--- src/shared/scu_params.svh ---
// register map, field positions and reset values of the slot configuration block
`ifndef SCU_PARAMS_SVH
`define SCU_PARAMS_SVH
`define SCU_OFS_UART_CONFIG_TWO 8'h18
`define SCU_OFS_CARD_CLOCK_CONFIG 8'h1C
`define SCU_OFS_SLOT_SELECT 8'h30
`define SCU_OFS_CARD_RESET 8'h34
`define SCU_OFS_CLOCK_STATUS 8'h38
`define SCU_UC_WORD_ACCESS 7
`define SCU_UC_FIFO_FLUSH 6
`define SCU_UC_AUX_IRQ_MASK 5
`define SCU_UC_ANSWER_IRQ_MASK 4
`define SCU_UC_PARITY_OFF 3
`define SCU_UC_LEVEL_IRQ_MASK 2
`define SCU_UC_GUARD_BY_SW 1
`define SCU_CC_STOP_LEVEL 5
`define SCU_CC_HALT 4
`define SCU_CC_SYNC 3
`define SCU_CC_DIV_HI 2
`define SCU_CC_DIV_LO 0
`define SCU_SS_AUX_SELECT 0
`define SCU_SS_AUX_CLK_EN 1
`define SCU_RST_LEVEL 0
`define SCU_UC_MASK_MAIN 32'h0000_00FE
`define SCU_UC_MASK_AUX 32'h0000_00EE
`define SCU_CC_MASK_MAIN 32'h0000_003F
`define SCU_CC_MASK_AUX 32'h0000_002F
`define SCU_SS_MASK 32'h0000_0003
`define SCU_RST_MASK 32'h0000_0001
`define SCU_REG_RESET 32'h0000_0000
`endif

--- src/shared/scu_pkg.sv ---
// types shared by the slot configuration block
package scu_pkg;
  typedef logic [7:0] scu_addr_t;
  typedef logic [31:0] scu_word_t;
  typedef logic [2:0] scu_div_code_t;
  typedef logic [4:0] scu_div_t;
  typedef logic [1:0] scu_slot_vec_t;
endpackage : scu_pkg

--- src/scu_slot_config.sv ---
// banked uart and card clock configuration for the main and auxiliary card slots
//
// Operation
// - two uart config copies, one address, slot-selected
// - two clock config copies, one address, slot-selected
// - word access bit sets fifo access width
// - flush bit empties fifo, self-clears next cycle
// - aux mask bit blocks aux contact interrupt
// - slot1 answer mask blocks premature, no-answer interrupts
// - aux uart copy lacks answer mask bit
// - parity off: no check, no parity interrupt
// - level mask blocks fifo threshold interrupt
// - guard time by software or hardware
// - slot1 halted clock rests at stop level
// - sync mode: clock pin copies stop level
// - aux disabled clock rests at stop level
// - slot1 halt stops clock, else divided clock
// - aux clock copy lacks halt bit
// - sync mode bypasses uart, bit0 on io
// - divider codes 0..7 divide by 1..16, glitch-free changes
// - sync reset from level bit, else answer logic
`timescale 1ns/1ps
`include "scu_params.svh"
module scu_slot_config (
  // clock and reset
  input wire logic clk_i,
  input wire logic rst_n_i,
  // register port
  input wire scu_pkg::scu_addr_t addr_i,
  input wire scu_pkg::scu_word_t wdata_i,
  input wire logic wr_i,
  input wire logic rd_i,
  output scu_pkg::scu_word_t rdata_o,
  // status flags from the uart, per slot (index 1 is aux); premature and no-answer are main slot only
  input wire scu_pkg::scu_slot_vec_t aux_contact_flag_i,
  input wire scu_pkg::scu_slot_vec_t parity_error_flag_i,
  input wire scu_pkg::scu_slot_vec_t fifo_level_flag_i,
  input wire logic premature_flag_i,
  input wire logic no_answer_flag_i,
  output scu_pkg::scu_slot_vec_t irq_req_o,
  // fifo control
  input wire logic fifo_acc_i,
  input wire logic fifo_acc_word_i,
  output scu_pkg::scu_slot_vec_t word_access_o,
  output logic word_access_err_o,
  output scu_pkg::scu_slot_vec_t fifo_flush_o,
  output scu_pkg::scu_slot_vec_t parity_check_en_o,
  output scu_pkg::scu_slot_vec_t guard_time_by_software_o,
  // card clocks
  output logic card_clock_o,
  output logic aux_card_clock_o,
  output scu_pkg::scu_slot_vec_t card_clk_tick_o,
  // card reset
  input wire logic atr_reset_i,
  output logic card_reset_o,
  // card io, open drain per slot
  input wire scu_pkg::scu_slot_vec_t uart_io_out_i,
  input wire scu_pkg::scu_slot_vec_t uart_io_oe_i,
  input wire scu_pkg::scu_slot_vec_t tx_bit0_i,
  input wire scu_pkg::scu_slot_vec_t io_in_i,
  output scu_pkg::scu_slot_vec_t io_out_o,
  output scu_pkg::scu_slot_vec_t io_oe_o,
  output scu_pkg::scu_slot_vec_t io_rx_o,
  output scu_pkg::scu_slot_vec_t sync_mode_o
);
  import scu_pkg::*;

  function automatic scu_div_t div_of(input scu_div_code_t code);
    case (code)
      3'h0: div_of = 5'h01;
      3'h1: div_of = 5'h02;
      3'h2: div_of = 5'h03;
      3'h3: div_of = 5'h04;
      3'h4: div_of = 5'h05;
      3'h5: div_of = 5'h06;
      3'h6: div_of = 5'h08;
      default: div_of = 5'h10;
    endcase
  endfunction : div_of

  // register state
  scu_word_t uc [2], cc [2], next_uc [2], next_cc [2];
  logic aux_slot_select, aux_clock_enable, card_reset_level, sel;
  logic next_aux_slot_select, next_aux_clock_enable, next_card_reset_level;

  assign sel = aux_slot_select;

  always_comb begin
    for (int s = 0; s < 2; s++) begin
      next_uc[s] = uc[s];
      next_cc[s] = cc[s];
      next_uc[s][`SCU_UC_FIFO_FLUSH] = 1'b0;
    end
    next_aux_slot_select = aux_slot_select;
    next_aux_clock_enable = aux_clock_enable;
    next_card_reset_level = card_reset_level;
    if (wr_i) begin
      case (addr_i)
        `SCU_OFS_UART_CONFIG_TWO: begin
          // aux copy drops the answer mask bit
          next_uc[sel] = wdata_i & (sel ? `SCU_UC_MASK_AUX : `SCU_UC_MASK_MAIN);
        end
        `SCU_OFS_CARD_CLOCK_CONFIG: begin
          // aux copy has no halt bit
          next_cc[sel] = wdata_i & (sel ? `SCU_CC_MASK_AUX : `SCU_CC_MASK_MAIN);
        end
        `SCU_OFS_SLOT_SELECT: begin
          next_aux_slot_select = wdata_i[`SCU_SS_AUX_SELECT];
          next_aux_clock_enable = wdata_i[`SCU_SS_AUX_CLK_EN];
        end
        `SCU_OFS_CARD_RESET: begin
          next_card_reset_level = wdata_i[`SCU_RST_LEVEL];
        end
        default: begin
        end
      endcase
    end
  end

  always_ff @(posedge clk_i or negedge rst_n_i) begin
    if (!rst_n_i) begin
      for (int s = 0; s < 2; s++) begin
        uc[s] <= `SCU_REG_RESET;
        cc[s] <= `SCU_REG_RESET;
      end
      aux_slot_select <= 1'b0;
      aux_clock_enable <= 1'b0;
      card_reset_level <= 1'b0;
    end else begin
      for (int s = 0; s < 2; s++) begin
        uc[s] <= next_uc[s];
        cc[s] <= next_cc[s];
      end
      aux_slot_select <= next_aux_slot_select;
      aux_clock_enable <= next_aux_clock_enable;
      card_reset_level <= next_card_reset_level;
    end
  end

  // card clock generation; the divisor is only taken at a period boundary
  // so a divider change never shortens a half period
  scu_div_t cnt [2], act_div [2], next_cnt [2], next_act_div [2];
  logic run [2], next_phase [2], next_tick [2];
  scu_slot_vec_t tick;

  assign run[0] = !cc[0][`SCU_CC_SYNC] && !cc[0][`SCU_CC_HALT];
  assign run[1] = !cc[1][`SCU_CC_SYNC] && aux_clock_enable;

  always_comb begin
    for (int s = 0; s < 2; s++) begin
      next_cnt[s] = cnt[s];
      next_act_div[s] = act_div[s];
      next_tick[s] = 1'b0;
      if (!run[s]) begin
        next_cnt[s] = 5'h00;
        next_act_div[s] = div_of(cc[s][`SCU_CC_DIV_HI:`SCU_CC_DIV_LO]);
      end else if (cnt[s] >= act_div[s] - 5'h01) begin
        next_cnt[s] = 5'h00;
        next_tick[s] = 1'b1;
        next_act_div[s] = div_of(cc[s][`SCU_CC_DIV_HI:`SCU_CC_DIV_LO]);
      end else begin
        next_cnt[s] = cnt[s] + 5'h01;
      end
      // high for the first half, rounded up; divide by one stays high
      next_phase[s] = run[s] && (next_cnt[s] < ((next_act_div[s] + 5'h01) >> 1));
    end
  end

  always_ff @(posedge clk_i or negedge rst_n_i) begin
    if (!rst_n_i) begin
      for (int s = 0; s < 2; s++) begin
        cnt[s] <= 5'h00;
        act_div[s] <= 5'h01;
        tick[s] <= 1'b0;
      end
    end else begin
      for (int s = 0; s < 2; s++) begin
        cnt[s] <= next_cnt[s];
        act_div[s] <= next_act_div[s];
        tick[s] <= next_tick[s];
      end
    end
  end

  // io pin synchroniser: three stages, a change counts when the last two agree
  scu_slot_vec_t io_s1;
  scu_slot_vec_t io_s2;
  scu_slot_vec_t io_s3;
  scu_slot_vec_t io_filt;
  scu_slot_vec_t next_io_filt;

  always_comb begin
    next_io_filt = io_filt;
    for (int s = 0; s < 2; s++) begin
      if (io_s2[s] == io_s3[s]) begin
        next_io_filt[s] = io_s3[s];
      end
    end
  end

  always_ff @(posedge clk_i or negedge rst_n_i) begin
    if (!rst_n_i) begin
      io_s1 <= 2'h3;
      io_s2 <= 2'h3;
      io_s3 <= 2'h3;
      io_filt <= 2'h3;
    end else begin
      io_s1 <= io_in_i;
      io_s2 <= io_s1;
      io_s3 <= io_s2;
      io_filt <= next_io_filt;
    end
  end

  // registered outputs
  scu_word_t next_rdata;
  scu_slot_vec_t next_irq, next_io_out, next_io_oe;
  logic next_card_clock, next_aux_card_clock, next_card_reset, next_word_err;

  always_comb begin
    next_rdata = `SCU_REG_RESET;
    if (rd_i) begin
      case (addr_i)
        `SCU_OFS_UART_CONFIG_TWO: next_rdata = uc[sel];
        `SCU_OFS_CARD_CLOCK_CONFIG: next_rdata = cc[sel];
        `SCU_OFS_SLOT_SELECT: next_rdata = {30'h0, aux_clock_enable, aux_slot_select};
        `SCU_OFS_CARD_RESET: next_rdata = {31'h0, card_reset_level};
        `SCU_OFS_CLOCK_STATUS: begin
          next_rdata = {28'h0, run[1], run[0], aux_card_clock_o, card_clock_o};
        end
        default: next_rdata = `SCU_REG_RESET;
      endcase
    end
    for (int s = 0; s < 2; s++) begin
      next_irq[s] = (aux_contact_flag_i[s] && !uc[s][`SCU_UC_AUX_IRQ_MASK])
        || (parity_error_flag_i[s] && !uc[s][`SCU_UC_PARITY_OFF])
        || (fifo_level_flag_i[s] && !uc[s][`SCU_UC_LEVEL_IRQ_MASK]);
      // bypass in sync mode: io carries bit0, driven low only
      next_io_out[s] = cc[s][`SCU_CC_SYNC] ? 1'b0 : uart_io_out_i[s];
      next_io_oe[s] = cc[s][`SCU_CC_SYNC] ? !tx_bit0_i[s] : uart_io_oe_i[s];
    end
    next_irq[0] = next_irq[0]
      || ((premature_flag_i || no_answer_flag_i) && !uc[0][`SCU_UC_ANSWER_IRQ_MASK]);
    // stopped or sync clock copies the stop level
    next_card_clock = run[0] ? next_phase[0] : cc[0][`SCU_CC_STOP_LEVEL];
    // aux running clock is inverted; stopped it rests at the stop level
    next_aux_card_clock = run[1] ? !next_phase[1] : cc[1][`SCU_CC_STOP_LEVEL];
    next_card_reset = cc[0][`SCU_CC_SYNC] ? card_reset_level : atr_reset_i;
    next_word_err = fifo_acc_i && (fifo_acc_word_i != uc[sel][`SCU_UC_WORD_ACCESS]);
  end

  always_ff @(posedge clk_i or negedge rst_n_i) begin
    if (!rst_n_i) begin
      rdata_o <= `SCU_REG_RESET;
      irq_req_o <= 2'h0;
      io_out_o <= 2'h0;
      io_oe_o <= 2'h0;
      card_clock_o <= 1'b0;
      aux_card_clock_o <= 1'b0;
      card_reset_o <= 1'b0;
      word_access_err_o <= 1'b0;
    end else begin
      rdata_o <= next_rdata;
      irq_req_o <= next_irq;
      io_out_o <= next_io_out;
      io_oe_o <= next_io_oe;
      card_clock_o <= next_card_clock;
      aux_card_clock_o <= next_aux_card_clock;
      card_reset_o <= next_card_reset;
      word_access_err_o <= next_word_err;
    end
  end

  // straight register decodes
  always_comb begin
    for (int s = 0; s < 2; s++) begin
      word_access_o[s] = uc[s][`SCU_UC_WORD_ACCESS];
      fifo_flush_o[s] = uc[s][`SCU_UC_FIFO_FLUSH];
      parity_check_en_o[s] = !uc[s][`SCU_UC_PARITY_OFF];
      guard_time_by_software_o[s] = uc[s][`SCU_UC_GUARD_BY_SW];
      sync_mode_o[s] = cc[s][`SCU_CC_SYNC];
      card_clk_tick_o[s] = tick[s];
      io_rx_o[s] = io_filt[s];
    end
  end
endmodule : scu_slot_config
--- config.mk ---
export PLATFORM = sky130hd
export DESIGN_NAME = scu_slot_config
export DESIGN_NICKNAME = d
export VERILOG_FILES = /design/src/shared/scu_pkg.sv /design/src/scu_slot_config.sv
export VERILOG_INCLUDE_DIRS = /design/src /design/src/shared
export SDC_FILE = /design/constraint.sdc
export NUM_CORES = 1
export LEC_CHECK = 0
export ABC_CLOCK_PERIOD_IN_PS = 4800
export BUFFER_PORTS_ARGS = -buffer_cell sky130_fd_sc_hd__buf_2
export CAP_MARGIN = 20
export CORE_ASPECT_RATIO = 1.75
export CORE_MARGIN = 5
export CORE_UTILIZATION = 52
export CTS_CLUSTER_SIZE = 40
export DETAILED_ROUTE_END_ITERATION = 7
export PLACE_DENSITY = 0.8
export SYNTH_ARGS = -nofsm -noshare
export SYNTH_HDL_FRONTEND = slang
export SYNTH_SLANG_ARGS = --single-unit
--- constraint.sdc ---
create_clock -name clk_i -period 4.8 [get_ports clk_i]
set_clock_uncertainty 0.05 [all_clocks]
set_input_delay 0.24 -clock clk_i [delete_from_list [all_inputs] [get_ports clk_i]]
set_output_delay 0.24 -clock clk_i [all_outputs]
set_load 0.01 [all_outputs]
==> results_dict.tcl <==
set metrics [dict create \
    io_buffer_count 70 \
    status "finished with violations" \
    synthTopCellsByCount "dfrtp_1 (67), buf_4 (32), mux2_2 (24), nor2_1 (24), ha_1 (22)" \
    reg2reg_depth 20 \
    yosys.area.top_type_share_pct 40.7 \
    drtIter0Drc 133 \
    p_leak_uw 0.00228 \
    grt_usage_pct 18.1 \
    period_needed_ps 3980 \
    dp_hpwl_mm 6.42 \
    finalCritPeriodShare_pct 83.0 \
    cts_tree "done" \
    max_stage_delay_ps 540 \
    synth_top_family_by_area "simple AND/OR/NAND/NOR gates" \
    drtPass1Iterations 4 \
    critPathKind "reg2reg" \
    coreArea_um2 7860 \
    yosysMostFrequentCell "dfrtp_1" \
    power_uw 2100 \
    utilization_pct 60.1 \
    syn_area_um2 4120 \
    hold_viol 1 \
    insertion_delay_ps 340 \
    drive_above_1_share_pct 30.8 \
    ys_seq_area_share_pct 47.0 \
    postSynthCellCount 368 \
    crit_required_ps 4960 \
    vias 2875 \
    pre_cts_ws_ps 838 \
    grt_antenna_before_repair 0 \
    worst_setup_path_start_kind "register" \
    postSynthAreaPerCell_um2 11.2 \
    relSlewSlack_pct 36.9 \
    fmax_mhz 251 \
    pwr_density_cell_nw_per_um2 444 \
    crit_top_cell "ha_1" \
    synthTopCellsByArea "dfrtp_1 (41%), ha_1 (6.7%), mux2_2 (6.6%)" \
    grt_overflow 0 \
    rsz0062_at_grt "no" \
    final-max-slew-violation-count 0 \
    synthFlopType "dfrtp_1" \
    synth.distinct_cells 52 \
    setup_tns_ps 0 \
    start_util_pct 52.5 \
    violations "negative hold slack" \
    vdd_ir_drop_max_v 0.000228 \
    postCtsHoldBufs 2 \
    cp.arrival_ps 4140 \
    postCtsSetupBuffers 0 \
    synth-edff-count 0 \
    n_fill_cell 629 \
    setup_viol 0 \
    route.detailed.drc 0 \
    crit_path_cell_trace "inv_1 -> ha_1 -> xnor2_1 -> ha_1 -> a21oi_1 -> o21ai_0 -> a311oi_1 -> buf_4 -> nor2_1 -> a21oi_1 -> ha_1 -> nand3_1 -> xor2_1 -> nand2_1 -> o21ai_0 -> ha_1 -> nand4_1 -> nand2_1 -> a221oi_1 -> a21oi_1" \
    routabilityCongestion 0.819 \
    clockRootBuffer "clkbuf_16" \
    vias_per_cell 5.45 \
    final_nets 518 \
    yosys_register_bits 77 \
    synthSimpleGateAreaFrac_pct 13.3 \
    die-area_um2 9880 \
    area_growth_pct 14.5 \
    ioPinCount 119 \
    htreeDepth 3 \
    drt_wl_total_mm 8.50 \
    synth_compound_area_share_pct 7.07 \
    synth_top_cell_by_area "dfrtp_1" \
    num_rows 43 \
    drtAntennaViolNets 0 \
    synthMuxAreaShare_pct 12.8 \
    worst_pin_slew_ps 947 \
    clock_sinks 77 \
    clk_path_buf_depth 2 \
    diodes 0 \
    synth_xor_xnor_area_share_pct 4.04 \
    setup_ws_ps 817 \
    die_w_um 77.3 \
    cts.clk_slew.worst_paths_ps 60 \
    hp-class "in2async" \
    cap_violations 0 \
    crit_fanout 12 \
    grt_max_degree 78 \
    wl_per_cell_um 16.1 \
    grt_pass1_vias 2916 \
    crit_path_top_delay_cell "dfstp_2" \
    die_h_um 128 \
    synthArstFlopShare_pct 100 \
    hold_slack_ps -2.79 \
    yosysWarnings 0 \
    post_cts_resized 0 \
    grt_pass1_wl_mm 14.1 \
    cts_buffers 9 \
    synthAdderAreaFrac_pct 7.16 \
    crit_path_end_kind "register" \
]
## critical path, delay by kind of cell (launching register included)
kind | cells | cell delay, ps
flip-flops | 1 | 540
buffers and inverters | 2 | 300
XOR/XNOR | 2 | 320
adder cells (fa/ha/maj) | 4 | 1020
AND/OR/NAND/NOR | 5 | 390
AO/OA/AOI/OAI | 7 | 1240
## cells by family (layout without fill, tap and decap cells)
kind of cell	after synthesis	in the layout
compound gates	46	46
xor+xnor	19	19
fa+ha+maj	24	24
buf+inv	58	105
flops	77	77
mux	43	43
other cells	1	24
simple gates	100	100
## per-layer routing
| layer | track usage (%) | part of all wire (%) | up-vias |
|---|---|---|---|
| met5 | 0 | 0 | - |
| met4 | 9.82 | 3.8 | 0 |
| met3 | 4.08 | 5.5 | 25 |
| met2 | 32.7 | 55 | 81 |
| met1 | 19.2 | 35 | 1405 |
| li1 | - | - | 1364 |
## final timing paths
| path | slack (ps) | end | startpoint |
|---|---|---|---|
| max | 820 | aux_card_clock_o | act_div[0] |
| max reg2reg | 820 | aux_card_clock_o | act_div[0] |
| min in group clk_i | 20 | io_oe_o[1] | tx_bit0_i[1] |
| min | -3 | word_access_err_o | rst_n_i |
| min reg2reg | 310 | io_s2[1] | io_s1[1] |
| max in group asynchronous | 4090 | act_div[6] | rst_n_i |
## layout make-up
| class | instances | area [µm²] | area share [%] |
|---|---|---|---|
| well taps | 90 | 113 | 2.38 |
| multi-input cells | 256 | 1920 | 40.7 |
| clock buffers | 10 | 239 | 5.06 |
| clock inverters | 6 | 70.1 | 1.48 |
| flip-flops and latches | 77 | 1940 | 41.1 |
| inverters | 16 | 60.1 | 1.27 |
| repair buffers | 73 | 380 | 8.05 |
## per-stage QoR
step | instances | cell area, µm²
finish | 528 | 4720
global route | 528 | 4720
CTS | 528 | 4720
detailed placement | 510 | 4390
global placement | 510 | 4390
floorplan | 391 | 4210
## where the power goes
part           internal, µW  total, µW  switching (µW)
Sequential              714        760            45.5
Clock                   419        695             276
Combinational           278        642             364
Total                  1410       2100             685
## state kept, by name, summed over array words and instances, names as in the netlist, 2 cells and up
register,count
act_div,10
io_s2,2
irq_req_o,2
cc,10
io_rx_o,2
fifo_flush_o,2
cnt,10
io_oe_o,2
word_access_o,2
io_s3,2
io_out_o,2
uc,8
io_s1,2
card_clk_tick_o,2
rdata_o,8
sync_mode_o,2
guard_time_by_software_o,2
## placed cells by master, fill, tap and decap left out, types with 7 or more instances in the layout
master	count
nor2b_1	13
ha_1	22
dfrtp_1	67
xnor2_1	12
o21ai_0	12
nand3_1	12
buf_2	69
clkbuf_16	9
nand2_1	18
mux2i_1	10
mux2_2	24
conb_1	24
xor2_1	7
nor2_1	24
inv_1	16
dfstp_2	10
a21oi_1	13
Note: power is estimated with default switching activity, not from simulation.
